==> src/inc/ctdt_pkg.sv <==
// Shared constants and types of the coprocessor transfer decode and timing block
package ctdt_pkg;
  localparam int unsigned ADDR_W      = 6;
  localparam logic [5:0]  OFF_CTRL    = 6'h00;
  localparam logic [5:0]  OFF_INSTR   = 6'h04;
  localparam logic [5:0]  OFF_OPERAND = 6'h08;
  localparam logic [5:0]  OFF_PC      = 6'h0c;
  localparam logic [5:0]  OFF_FLAGS   = 6'h10;
  localparam logic [5:0]  OFF_AUX     = 6'h14;
  localparam logic [5:0]  OFF_MULT    = 6'h18;
  localparam logic [5:0]  OFF_STATUS  = 6'h1c;
  localparam logic [5:0]  OFF_RESULT  = 6'h20;
  localparam logic [5:0]  OFF_COUNTS  = 6'h24;
  localparam logic [1:0]  RESP_OKAY   = 2'h0;
  localparam logic [1:0]  RESP_SLVERR = 2'h2;
  localparam int unsigned CTRL_START  = 0;
  // Instruction and register field positions, then fixed values
  localparam int unsigned F_COND_LO   = 28;
  localparam int unsigned F_L         = 20;
  localparam int unsigned F_RD_LO     = 12;
  localparam int unsigned F_B4        = 4;
  localparam int unsigned F_PCBIT     = 15;
  localparam int unsigned FLAGS_LO    = 28;
  localparam int unsigned AUX_B_LO    = 8;
  localparam logic [3:0]  PC_REG      = 4'hf;
  localparam logic [3:0]  FLAGS_RST   = 4'h0;
  localparam logic [1:0]  OFFER_WAIT  = 2'h3;
  localparam int unsigned MUL_MAX     = 16;
  localparam logic [7:0]  ONE         = 8'h01;
  localparam logic [7:0]  TWO         = 8'h02;

  typedef enum logic [1:0] {CYC_N, CYC_S, CYC_I, CYC_C} ctdt_cyc_t;
  typedef enum logic [1:0] {ST_IDLE, ST_OFFER, ST_WAIT, ST_EMIT} ctdt_state_t;
  typedef enum logic [3:0] {
    CL_DP, CL_MUL, CL_SDT, CL_UNDEF, CL_BLOCK, CL_BRANCH, CL_CPMEM, CL_CPDO, CL_CPRT, CL_SWI
  } ctdt_class_t;
  typedef struct packed {
    logic [7:0] s;
    logic [7:0] n;
    logic [7:0] i;
    logic [7:0] c;
  } ctdt_cost_t;
endpackage

==> src/design/ctdt_core.sv <==
// Instruction decode, coprocessor transfer and cycle-type sequencing with AXI4-Lite registers
// Functional notes
// - Execute transfer only when condition passes
// - Coprocessor number selects the responding coprocessor
// - Opcode, register and info fields passed untouched
// - Direction bit set means coprocessor to core
// - Read into PC copies bits 31-28 to flags
// - Write from PC sends PC with flags
// - Undefined class offers, then takes trap
// - Multiply with bit 5/6 set: no trap
// - Counts are incremental, three-stage overlap
// - Data processing, branch, interrupt, trap costs
// - Multiple load/store and memory transfer costs
// - Multiply costs one S plus m internal
// - Coprocessor costs use b busy-wait cycles
// - Failed condition costs exactly one S
// - Unrelated address marks non-sequential cycle
// - Same or next word marks sequential cycle
// - Internal cycle: no transfer, no prefetch
// - Coprocessor cycle exchanges word, memory idle
// - Coprocessor number 0 to 15, others ignored
//
// Added by the designer: register access over AXI4-Lite and the placing of the registers.
`timescale 1ns/100ps
module ctdt_core (
  input  wire logic                        core_clk,
  input  wire logic                        rst_n,
  input  wire logic [ctdt_pkg::ADDR_W-1:0] s_axi_awaddr,
  input  wire logic                        s_axi_awvalid,
  output logic                             s_axi_awready,
  input  wire logic [31:0]                 s_axi_wdata,
  input  wire logic [3:0]                  s_axi_wstrb,
  input  wire logic                        s_axi_wvalid,
  output logic                             s_axi_wready,
  output logic [1:0]                       s_axi_bresp,
  output logic                             s_axi_bvalid,
  input  wire logic                        s_axi_bready,
  input  wire logic [ctdt_pkg::ADDR_W-1:0] s_axi_araddr,
  input  wire logic                        s_axi_arvalid,
  output logic                             s_axi_arready,
  output logic [31:0]                      s_axi_rdata,
  output logic [1:0]                       s_axi_rresp,
  output logic                             s_axi_rvalid,
  input  wire logic                        s_axi_rready,
  input  wire logic                        coproc_absent_line,
  input  wire logic [31:0]                 coproc_data_in,
  output logic [31:0]                      coproc_instr_word,
  output logic                             coproc_offer,
  output logic [31:0]                      coproc_data_out,
  output logic                             coproc_data_oe,
  output logic [1:0]                       bus_cycle_type,
  output logic                             bus_cycle_valid,
  output logic                             undef_trap
);
  import ctdt_pkg::*;

  typedef struct packed {
    ctdt_state_t st;
    logic [1:0]  wait_cnt;
    logic [31:0] instr;
    logic [31:0] operand;
    logic [31:0] pc;
    logic [31:0] mult;
    logic [31:0] result;
    logic [3:0]  result_rd;
    logic [3:0]  flags;
    logic [4:0]  aux_n;
    logic [3:0]  aux_b;
    ctdt_cost_t  left;
    ctdt_cost_t  tot;
    logic        done;
    logic        trapped;
    logic        skipped;
    logic        abs_meta;
    logic        abs_sync;
    logic [31:0] din_meta;
    logic [31:0] din_sync;
    ctdt_cyc_t   cyc_type;
    logic        cyc_valid;
    logic [31:0] cp_instr;
    logic        cp_offer;
    logic [31:0] cp_dout;
    logic        cp_oe;
    logic        trap;
    logic        awready;
    logic        wready;
    logic        aw_got;
    logic        w_got;
    logic [5:0]  awaddr;
    logic [31:0] wdata;
    logic [3:0]  wstrb;
    logic        bvalid;
    logic [1:0]  bresp;
    logic        arready;
    logic        rvalid;
    logic [1:0]  rresp;
    logic [31:0] rdata;
  } ctdt_regs_t;

  ctdt_regs_t  q;
  ctdt_regs_t  d;
  logic        rst_meta_n;
  logic        rst_sync_n;
  logic        go;
  logic        emit_c;
  logic        pass_now;
  ctdt_class_t cls_now;
  ctdt_cost_t  cost_now;

  function automatic logic cond_pass(input logic [3:0] c, input logic [3:0] f);
    logic nf;
    logic zf;
    logic cf;
    logic vf;
    nf = f[3];
    zf = f[2];
    cf = f[1];
    vf = f[0];
    unique case (c)
      4'h0: cond_pass = zf;
      4'h1: cond_pass = !zf;
      4'h2: cond_pass = cf;
      4'h3: cond_pass = !cf;
      4'h4: cond_pass = nf;
      4'h5: cond_pass = !nf;
      4'h6: cond_pass = vf;
      4'h7: cond_pass = !vf;
      4'h8: cond_pass = cf && !zf;
      4'h9: cond_pass = !cf || zf;
      4'ha: cond_pass = nf == vf;
      4'hb: cond_pass = nf != vf;
      4'hc: cond_pass = !zf && (nf == vf);
      4'hd: cond_pass = zf || (nf != vf);
      4'he: cond_pass = 1'b1;
      4'hf: cond_pass = 1'b0;
    endcase
  endfunction

  // Multiply with bit 5 or 6 set is not trapped; it falls into data processing
  function automatic ctdt_class_t classify(input logic [31:0] w);
    if (w[27:22] == 6'h00 && w[7:4] == 4'h9) classify = CL_MUL;
    else if (w[27:26] == 2'h0) classify = CL_DP;
    else if (w[27:25] == 3'h3 && w[F_B4]) classify = CL_UNDEF;
    else if (w[27:26] == 2'h1) classify = CL_SDT;
    else if (w[27:25] == 3'h4) classify = CL_BLOCK;
    else if (w[27:25] == 3'h5) classify = CL_BRANCH;
    else if (w[27:25] == 3'h6) classify = CL_CPMEM;
    else if (w[27:24] == 4'hf) classify = CL_SWI;
    else if (w[F_B4]) classify = CL_CPRT;
    else classify = CL_CPDO;
  endfunction

  function automatic logic [7:0] popcount(input logic [15:0] v);
    popcount = 8'h00;
    for (int k = 0; k < 16; k++) begin
      popcount = popcount + {7'h00, v[k]};
    end
  endfunction

  // Smallest m whose range 2^(2m-3)..2^(2m-1)-1 holds the multiplier, capped at the maximum
  function automatic logic [7:0] mul_m(input logic [31:0] rs);
    mul_m = 8'(MUL_MAX);
    for (int k = MUL_MAX; k >= 2; k--) begin
      if ({1'b0, rs} < (33'h1 << (2 * k - 1))) mul_m = 8'(k);
    end
    if (rs <= 32'h1) mul_m = ONE;
  endfunction

  function automatic logic [31:0] merge(input logic [31:0] o, input logic [31:0] n,
                                        input logic [3:0] s);
    for (int k = 0; k < 4; k++) begin
      merge[8*k +: 8] = s[k] ? n[8*k +: 8] : o[8*k +: 8];
    end
  endfunction

  function automatic ctdt_cost_t class_cost(input ctdt_class_t cl, input logic [31:0] w,
                                            input logic [31:0] rs, input logic [4:0] nw,
                                            input logic [3:0] b);
    logic [7:0] n;
    logic       pcw;
    class_cost = '0;
    pcw = w[F_RD_LO +: 4] == PC_REG;
    unique case (cl)
      CL_DP: begin
        class_cost.s = ONE;
        if (!w[25] && w[F_B4]) class_cost.s = class_cost.s + ONE;
        if (pcw && w[24:23] != 2'h2) begin
          class_cost.s = class_cost.s + ONE;
          class_cost.n = ONE;
        end
      end
      CL_MUL: begin
        class_cost.s = ONE;
        class_cost.i = mul_m(rs);
      end
      CL_SDT: begin
        if (w[F_L]) begin
          class_cost.s = pcw ? TWO : ONE;
          class_cost.n = pcw ? TWO : ONE;
          class_cost.i = ONE;
        end else begin
          class_cost.n = TWO;
        end
      end
      CL_BLOCK: begin
        n = popcount(w[15:0]);
        if (n == 8'h00) n = ONE;
        if (w[F_L]) begin
          class_cost.s = w[F_PCBIT] ? n + ONE : n;
          class_cost.n = w[F_PCBIT] ? TWO : ONE;
          class_cost.i = ONE;
        end else begin
          class_cost.s = n - ONE;
          class_cost.n = TWO;
        end
      end
      CL_CPMEM: begin
        n = (nw == 5'h00) ? ONE : {3'h0, nw};
        class_cost.s = n - ONE;
        class_cost.n = TWO;
        class_cost.i = {4'h0, b};
      end
      CL_CPDO: begin
        class_cost.s = ONE;
        class_cost.i = {4'h0, b};
      end
      CL_CPRT: begin
        class_cost.s = ONE;
        class_cost.i = w[F_L] ? {4'h0, b} : {4'h0, b} + ONE;
        class_cost.c = ONE;
      end
      CL_BRANCH, CL_SWI, CL_UNDEF: begin
        class_cost.s = TWO;
        class_cost.n = ONE;
      end
    endcase
  endfunction

  assign cls_now  = classify(q.instr);
  assign pass_now = cond_pass(q.instr[F_COND_LO +: 4], q.flags);
  assign cost_now = class_cost(cls_now, q.instr, q.mult, q.aux_n, q.aux_b);

  always_comb begin
    d = q;
    go = 1'b0;
    emit_c = 1'b0;
    d.cp_offer = 1'b0;
    d.trap = 1'b0;
    d.cyc_valid = 1'b0;
    d.cp_oe = 1'b0;
    d.abs_meta = coproc_absent_line;
    d.abs_sync = q.abs_meta;
    d.din_meta = coproc_data_in;
    d.din_sync = q.din_meta;
    // Register writes; configuration is frozen while an instruction runs
    if (s_axi_awvalid && q.awready) begin
      d.awready = 1'b0;
      d.aw_got = 1'b1;
      d.awaddr = s_axi_awaddr;
    end
    if (s_axi_wvalid && q.wready) begin
      d.wready = 1'b0;
      d.w_got = 1'b1;
      d.wdata = s_axi_wdata;
      d.wstrb = s_axi_wstrb;
    end
    if (q.aw_got && q.w_got && !q.bvalid) begin
      d.bvalid = 1'b1;
      d.bresp = RESP_OKAY;
      d.aw_got = 1'b0;
      d.w_got = 1'b0;
      case ({q.awaddr[5:2], 2'h0})
        OFF_CTRL: go = q.wstrb[0] && q.wdata[CTRL_START] && q.st == ST_IDLE;
        OFF_INSTR: if (q.st == ST_IDLE) d.instr = merge(q.instr, q.wdata, q.wstrb);
        OFF_OPERAND: if (q.st == ST_IDLE) d.operand = merge(q.operand, q.wdata, q.wstrb);
        OFF_PC: if (q.st == ST_IDLE) d.pc = merge(q.pc, q.wdata, q.wstrb);
        OFF_MULT: if (q.st == ST_IDLE) d.mult = merge(q.mult, q.wdata, q.wstrb);
        OFF_FLAGS: if (q.st == ST_IDLE && q.wstrb[3]) d.flags = q.wdata[FLAGS_LO +: 4];
        OFF_AUX: begin
          if (q.st == ST_IDLE && q.wstrb[0]) d.aux_n = q.wdata[4:0];
          if (q.st == ST_IDLE && q.wstrb[1]) d.aux_b = q.wdata[AUX_B_LO +: 4];
        end
        OFF_STATUS, OFF_RESULT, OFF_COUNTS: d.bresp = RESP_OKAY;
        default: d.bresp = RESP_SLVERR;
      endcase
    end
    if (q.bvalid && s_axi_bready) begin
      d.bvalid = 1'b0;
      d.awready = 1'b1;
      d.wready = 1'b1;
    end
    if (s_axi_arvalid && q.arready) begin
      d.arready = 1'b0;
      d.rvalid = 1'b1;
      d.rresp = RESP_OKAY;
      case ({s_axi_araddr[5:2], 2'h0})
        OFF_CTRL: d.rdata = 32'h0;
        OFF_INSTR: d.rdata = q.instr;
        OFF_OPERAND: d.rdata = q.operand;
        OFF_PC: d.rdata = q.pc;
        OFF_FLAGS: d.rdata = {q.flags, 28'h0};
        OFF_AUX: d.rdata = {20'h0, q.aux_b, 3'h0, q.aux_n};
        OFF_MULT: d.rdata = q.mult;
        OFF_STATUS: d.rdata = {24'h0, q.result_rd, q.skipped, q.trapped, q.done,
                               q.st != ST_IDLE};
        OFF_RESULT: d.rdata = q.result;
        OFF_COUNTS: d.rdata = {q.tot.c, q.tot.i, q.tot.n, q.tot.s};
        default: begin
          d.rdata = 32'h0;
          d.rresp = RESP_SLVERR;
        end
      endcase
    end
    if (q.rvalid && s_axi_rready) begin
      d.rvalid = 1'b0;
      d.arready = 1'b1;
    end
    // Sequencer
    unique case (q.st)
      ST_IDLE: begin
        if (go) begin
          d.tot = '0;
          d.done = 1'b0;
          d.trapped = 1'b0;
          d.skipped = 1'b0;
          d.st = ST_EMIT;
          if (!pass_now) begin
            d.left = '0;
            d.left.s = ONE;
            d.skipped = 1'b1;
          end else if (cls_now inside {CL_UNDEF, CL_CPMEM, CL_CPDO, CL_CPRT}) begin
            d.st = ST_OFFER;
          end else begin
            d.left = cost_now;
          end
        end
      end
      ST_OFFER: begin
        d.cp_instr = q.instr;
        d.cp_offer = 1'b1;
        d.wait_cnt = OFFER_WAIT;
        d.st = ST_WAIT;
      end
      ST_WAIT: begin
        if (q.wait_cnt != 2'h0) begin
          d.wait_cnt = q.wait_cnt - 2'h1;
        end else begin
          d.st = ST_EMIT;
          // An absent line still high means nobody took it: trap as undefined
          if (cls_now == CL_UNDEF || q.abs_sync) begin
            d.left = class_cost(CL_UNDEF, q.instr, q.mult, q.aux_n, q.aux_b);
            d.trap = 1'b1;
            d.trapped = 1'b1;
          end else begin
            d.left = cost_now;
          end
        end
      end
      ST_EMIT: begin
        d.cyc_valid = 1'b1;
        if (q.left.s != 8'h00) begin
          d.cyc_type = CYC_S;
          d.left.s = q.left.s - ONE;
          d.tot.s = q.tot.s + ONE;
        end else if (q.left.i != 8'h00) begin
          d.cyc_type = CYC_I;
          d.left.i = q.left.i - ONE;
          d.tot.i = q.tot.i + ONE;
        end else if (q.left.c != 8'h00) begin
          emit_c = 1'b1;
          d.cyc_type = CYC_C;
          d.left.c = q.left.c - ONE;
          d.tot.c = q.tot.c + ONE;
          if (q.instr[F_L]) begin
            if (q.instr[F_RD_LO +: 4] == PC_REG) begin
              d.flags = q.din_sync[FLAGS_LO +: 4];
            end else begin
              d.result = q.din_sync;
              d.result_rd = q.instr[F_RD_LO +: 4];
            end
          end else begin
            d.cp_oe = 1'b1;
            d.cp_dout = (q.instr[F_RD_LO +: 4] == PC_REG) ?
                        {q.flags, q.pc[FLAGS_LO-1:0]} : q.operand;
          end
        end else if (q.left.n != 8'h00) begin
          d.cyc_type = CYC_N;
          d.left.n = q.left.n - ONE;
          d.tot.n = q.tot.n + ONE;
        end else begin
          d.cyc_valid = 1'b0;
          d.done = 1'b1;
          d.st = ST_IDLE;
        end
      end
    endcase
  end

  // Reset is applied at once but released only after two clock edges
  always_ff @(posedge core_clk or negedge rst_n) begin
    if (!rst_n) begin
      rst_meta_n <= 1'b0;
      rst_sync_n <= 1'b0;
    end else begin
      rst_meta_n <= 1'b1;
      rst_sync_n <= rst_meta_n;
    end
  end

  always_ff @(posedge core_clk or negedge rst_sync_n) begin
    if (!rst_sync_n) begin
      q <= '0;
      q.st <= ST_IDLE;
      q.cyc_type <= CYC_N;
      q.flags <= FLAGS_RST;
      q.abs_meta <= 1'b1;
      q.abs_sync <= 1'b1;
      q.awready <= 1'b1;
      q.wready <= 1'b1;
      q.arready <= 1'b1;
    end else begin
      q <= d;
    end
  end

  assign s_axi_awready     = q.awready;
  assign s_axi_wready      = q.wready;
  assign s_axi_bresp       = q.bresp;
  assign s_axi_bvalid      = q.bvalid;
  assign s_axi_arready     = q.arready;
  assign s_axi_rdata       = q.rdata;
  assign s_axi_rresp       = q.rresp;
  assign s_axi_rvalid      = q.rvalid;
  assign coproc_instr_word = q.cp_instr;
  assign coproc_offer      = q.cp_offer;
  assign coproc_data_out   = q.cp_dout;
  assign coproc_data_oe    = q.cp_oe;
  assign bus_cycle_type    = q.cyc_type;
  assign bus_cycle_valid   = q.cyc_valid;
  assign undef_trap        = q.trap;
endmodule

==> config.mk <==
export PLATFORM = sky130hd
export DESIGN_NAME = ctdt_core
export DESIGN_NICKNAME = d
export VERILOG_FILES = /design/src/inc/ctdt_pkg.sv /design/src/design/ctdt_core.sv
export SDC_FILE = /design/constraint.sdc
export NUM_CORES = 1
export LEC_CHECK = 0
export BUFFER_PORTS_ARGS = -buffer_cell sky130_fd_sc_hd__buf_2
export CAP_MARGIN = 40
export CELL_PAD_IN_SITES_DETAIL_PLACEMENT = 0
export CELL_PAD_IN_SITES_GLOBAL_PLACEMENT = 2
export CORE_ASPECT_RATIO = 0.8
export CORE_MARGIN = 2
export CORE_UTILIZATION = 40
export CTS_CLUSTER_SIZE = 40
export DETAILED_ROUTE_END_ITERATION = 7
export PLACE_DENSITY_LB_ADDON = 0.15
export SETUP_SLACK_MARGIN = 0.02
export SYNTH_ARGS = -nofsm -noshare
export SYNTH_HDL_FRONTEND = slang
export SYNTH_SLANG_ARGS = --single-unit
==> constraint.sdc <==
create_clock -name core_clk -period 20.2 [get_ports core_clk]
set_input_delay 3.03 -clock core_clk [delete_from_list [all_inputs] [get_ports core_clk]]
set_output_delay 3.03 -clock core_clk [all_outputs]
set_load 0.02 [all_outputs]
* Yosys cells after proc, flatten, opt, wreduce, memory -nomap -nowiden
Index checks and enable logic that the tools add are counted.
** Storage, ports and cells
- Bits in registers :: 471
- Input port bits :: 88
- Output and inout bits :: 111
- Word-level logic and storage cells :: 400
** Cells by class
- $add $sub $neg :: 29
- Order comparisons :: 15
- Eq/ne operators :: 69
- Muxes and demuxes :: 129
- Bitwise logic cells :: 4
- Reduce and logical (&&, ||, !) cells :: 94
** Operators by type and width (number)
- $pmux 32 s9 :: 1
- $mux 8 :: 31
- $mux 32 :: 5
- $pmux 32 s3 :: 1
- $mux 4 :: 18
- $reduce_and 4->1 :: 18
- $eq 4x4->1 const B :: 17
- $mux 67 :: 1
- $pmux 33 s2 :: 1
- $add 8x1->8 :: 8
- $eq 4x3->1 const B :: 16
- $add 8x1->8 const B :: 6
- $pmux 8 s6 :: 1
- $mux 2 :: 23
- $pmux 8 s5 :: 1
- $sub 8x1->8 const B :: 5
- $mux 36 :: 1
- $eq 4x2->1 const B :: 8
- $le 32x1->1 const B :: 1
- $lt 32x10->1 const B :: 1
- $lt 32x12->1 const B :: 1
- $lt 32x14->1 const B :: 1
- $lt 32x16->1 const B :: 1
- $lt 32x18->1 const B :: 1
- other kinds (63) :: 172

* Logic depth before layout (Yosys ltp)
- Depth in word-level cells :: 26
- Mapped depth :: 21
- Depth with buffers taken out :: 21

* Least setup slack after synthesis
Ideal clock, no wire load.
- Path kind :: register to register
- From :: register q[433] (netlist bit)
- To :: register q[281] (netlist bit)
- Arrival time :: 4.805 ns
- Required time :: 20.075 ns
- Setup slack :: 15.270 ns
- Cell stages (with the launch flop) :: 21
- Buffers on the path :: 0
- Cells stage by stage :: dfrtp_1 > inv_1 > fa_1 > fa_1 > fa_1 > fa_1 > inv_1 > ha_1 > inv_1 > fa_1 > nand2b_1 > o221ai_1 > inv_1 > ha_1 > nand2_1 > o21ai_0 > a21oi_1 > o22ai_1 > nor4_1 > o21ai_0 > mux2_2
** On the way
- Longest elaborated chain between the ends :: 26
- Elaborated cells on any way between the ends :: 29
** Ends and longest elaborated chain
- start: declaration :: RTL line ctdt_core.sv:100 : ctdt_regs_t q;
- $add 1x1->2 (*) :: RTL line ctdt_core.sv:156 : popcount = popcount + {7'h00, v[k]};
- $add 2x1->3 (*) :: RTL line ctdt_core.sv:156
- $add 3x1->4 (*) :: RTL line ctdt_core.sv:156
- $add 4x1->5 (*) :: RTL line ctdt_core.sv:156
- $add 5x1->6 (*) :: RTL line ctdt_core.sv:156
- $add 6x1->7 (*) :: RTL line ctdt_core.sv:156
- $add 7x1->8 (*) :: RTL line ctdt_core.sv:156
- $add 8x1->8 (*) (8 in series) :: RTL line ctdt_core.sv:156
- (+3 left out)
- $add 8x1->8 :: RTL line ctdt_core.sv:209 : class_cost.s = w[F_PCBIT] ? n + ONE : n;
- $mux 8 :: RTL line ctdt_core.sv:209
- $mux 16 (*) :: RTL line ctdt_core.sv:208 : if (w[F_L]) begin
- $pmux 8 s6 (*) :: RTL line ctdt_core.sv:183 : unique case (cl)
- $mux 32 :: RTL line ctdt_core.sv:331 : end else if (cls_now inside {CL_UNDEF, CL_CPMEM, CL_CPDO, CL_CPRT}) begin
- $mux 32 :: RTL line ctdt_core.sv:327 : if (!pass_now) begin
- $mux 67 :: RTL line ctdt_core.sv:321 : if (go) begin
- $pmux 32 s3 (*) :: RTL line ctdt_core.sv:319 : unique case (q.st)
Mark *: on every way between the ends. The rest lies on a longest branch, timed or not. The select of a mux whose other input is x is not followed.
A chain may end at the register's enable or synchronous reset.

* Worst setup path in the final report
- From :: register q[448] (netlist bit)
- To :: register q[281] (netlist bit)
** On the way
- Longest elaborated chain between the ends :: 12
- Elaborated cells on any way between the ends :: 20
** Ends and longest elaborated chain
- $add 8x1->8 :: RTL line ctdt_core.sv:156
- $logic_not 8->1 :: RTL line ctdt_core.sv:207 : if (n == 8'h00) n = ONE;
- $mux 8 :: RTL line ctdt_core.sv:207
- $mux 8 :: RTL line ctdt_core.sv:183
- $add 8x1->8 :: RTL line ctdt_core.sv:209
- $mux 8 :: RTL line ctdt_core.sv:209
- $mux 16 :: RTL line ctdt_core.sv:208
- $pmux 8 s6 (*) :: RTL line ctdt_core.sv:183
- $mux 32 :: RTL line ctdt_core.sv:331
- $mux 32 :: RTL line ctdt_core.sv:327
- $mux 67 :: RTL line ctdt_core.sv:321
- $pmux 32 s3 (*) :: RTL line ctdt_core.sv:319
Marks and branches as above.

==> qor.csv <==
metric;value;unit
cell family contributing the most delay on the critical path;adder cells;
Post-DP HPWL;44730;um
Detailed Route Iter0 Violations;1321;
Via density;5.625;
worst endpoint data arrival time;6310;ps
Hold-fix buffers, CTS;0;
most frequent CP cell;fa_1;
Worst EP required;20670;ps
delay of the slowest cell on the worst path;610;ps
CTS Root Cell;clkbuf_16;
TritonCTS clock tree;done;
maximum buffer depth of the clock tree;3;
Worst slew margin;26.86;%
leading area contributor after synthesis;dfrtp_1;
synth warn;0;
IO Port Bufs;192;
Setup Buffers After CTS;0;
worst path cell trace;inv_1 -> fa_1 -> fa_1 -> fa_1 -> fa_1 -> inv_1 -> ha_1 -> inv_1 -> fa_1 -> nand2b_1 -> o221ai_1 -> inv_1 -> ha_1 -> nand2_1 -> o21ai_0 -> a21oi_1 -> o22ai_1 -> nor4_1 -> o21ai_0 -> mux2_2;
antenna violations before repair;0;
DR top layer;met4;
Switch Pwr;1.720;mW
max cap viols;0;
Reg power frac;35.0;%
nets;2146;
vias post-DR;15525;
Fin Setup TNS;0;ps
Layout fillers;5037;
Leakage;11.44;nW
Worst VDD drop;0.0001196;V
slowest CP cell;dfrtp_1;
Num CTS Buffers;49;
Sink Count;467;
worst path buffer plus inverter count;4;
critical path peak fanout;11;
FF/Latch Area;11700;sq um
Cell Int Power;2.407;mW
Switching Fraction;41.67;%
Mean Syn Cell Area;11.28;sq um
Cell Pwr Density;168.0;nW/um^2
detailed-route DRC error count;0;
GRT Total Usage;23.36;%
share of cells above drive strength 1;26.43;%
clk slew on worst S/H paths;70;ps
Initial Utilization;40.34;%
M1 wire length;31840;um
antenna cells;0;
number of global-route vias before repair;15579;
clock power share;23.3;%
Least-Margin Pin Slew;1097;ps
post-route ant nets;0;
crit end category;register;
hold_ws;337.7;ps
pin count of the biggest net entering global routing;183;
Netlist cell types;85;
RSZ-0062 raised after global routing;false;
worst-skew pair later-pin latency;580;ps
first-pass GRT wire length;99060;um
final setup fails;0;
Hold Vio Cnt, Final;0;
Post-synth top cells;dfrtp_1 (462), mux2_2 (196), nand2_1 (178);
Cells after Synth;1922;
Post-Layout Inst Area;24570;sq um
Resized Gates After CTS;0;
Yosys top cell area share;53.35;%
EDFF count, synth;0;
Total Power;4.127;mW
die width;264.2;um
CTS H-tree lvls;2;
multi-input logic area;8696;sq um
most numerous cell in the Yosys netlist;dfrtp_1;
flops & latches, synth;467;
row count;76;
Setup Skew;11.64;ps
Max Clock Freq;0.1711;GHz
Main synth FF type;dfrtp_1;
met2 wire length;28400;um
Crit Path Category;reg2reg;
synthesized area;21670;sq um
WL/cell;23.47;um
Core Box Area;53730;sq um
Area Growth Syn to Fin;13.37;%
Synth area leaders;dfrtp_1 (53%), mux2_2 (10%), buf_4 (3.6%);
Startpoint Class;register;
asr flop ratio synth;100.0;%
WL met3;3019;um
num ports;199;
count of pins over their slew limit;0;
Combinational Power Share;41.7;%
Min-Delay Path Class;reg2async;
Seq/Total Area, Yosys;53.95;%
run status;completed;
cell area after placement;22870;sq um
area of the die;56070;sq um
Initial DRT Pass Iterations;7;
Die Height;212.2;um
grt ovf;0;
Tmin final;5845;ps
final wirelength;64770;um
Final period util;28.94;%
Routability Congestion;0.8506;
-- through the flow --
stage	setup WS, ps	instances	util [%]
3_5_place_dp	14280	2674	42.57
2_1_floorplan	6229	1923	-
5_1_grt	13960	2760	45.73
3_3_place_gp	14320	2657	42.26
4_1_cts	14250	2760	45.73
6_report	14350	2760	45.73
-- path summary, 6_finish.rpt --
path / start / end / depth (start not counted) / slack, ps
max: q[448] / q[281] / 20 / 14350
min: rst_sync_n / s_axi_bresp[1] / 0 / 340
max reg2reg: q[448] / q[281] / 20 / 14350
min reg2reg: rst_sync_n / s_axi_bresp[1] / 0 / 340
max in group asynchronous: rst_sync_n / q[418] / 2 / 17590
min in group core_clk: rst_meta_n / rst_sync_n / 0 / 350
-- placed cells by master (no fill, tap or decap), types with 13 or more instances in the layout --
cell / n
a21oi_1: 34
a22o_1: 36
a22oi_1: 93
a31oi_1: 42
buf_2: 193
buf_4: 38
clkbuf_16: 49
clkbuf_8: 13
dfrtp_1: 461
ha_1: 24
inv_1: 60
mux2_1: 36
mux2_2: 196
nand2_1: 177
nand2b_1: 15
nand3_1: 59
nand4_1: 25
nor2_1: 133
nor3_1: 30
o21ai_0: 66
xor2_1: 24
-- worst reg2reg max path: stages, from the launching register on --
cell,delay [ps]
dfrtp_1,610
inv_1,260
fa_1,550
fa_1,430
fa_1,510
fa_1,410
inv_1,60
ha_1,170
inv_1,60
fa_1,470
nand2b_1,240
o221ai_1,370
inv_1,80
ha_1,300
nand2_1,60
o21ai_0,80
a21oi_1,170
o22ai_1,120
nor4_1,370
o21ai_0,140
mux2_2,270
-- registers in the layout (all words and copies together), names as in the netlist, 2 cells and up --
register / cells
bus_cycle_type: 2
coproc_data_out: 32
coproc_instr_word: 32
d: 33
q: 323
s_axi_rdata: 32
-- power groups by stage --
stage | logic, mW | registers [mW] | clock network (mW)
after CTS | 1.74 | 1.44 | 0.986
after global routing | 1.93 | 1.48 | 1.03
after floorplan | 1.29 | 1.33 | 0
after global placement | 1.70 | 1.45 | 0
final | 1.72 | 1.45 | 0.962
after detailed placement | 1.74 | 1.46 | 0
-- cell type report --
type	count	share of cell area, %
Multi-Input combinational cell	1206	35.39
Timing Repair Buffer	239	5.597
Inverter	60	0.9166
Sequential cell	467	47.60
Clock inverter	17	1.090
Clock buffer	69	5.826
Tap cell	702	3.575
-- logic make-up after synthesis --
| kind of cell | share of synthesized area [%] |
|---|---|
| buf+inv | 6.201 |
| flops | 53.95 |
| other cells | 0.03465 |
| fa+ha+maj | 2.367 |
| compound gates | 12.11 |
| simple gates | 11.46 |
| mux | 12.47 |
| xor+xnor | 1.403 |
-- per-layer routing --
metal,vias up,global-route usage [%]
met2,409,35.64
met4,0,6.328
met1,7995,35.00
met5,-,0
li1,7033,-
met3,88,3.011
No activity file was read; power rests on OpenSTA's default activity.
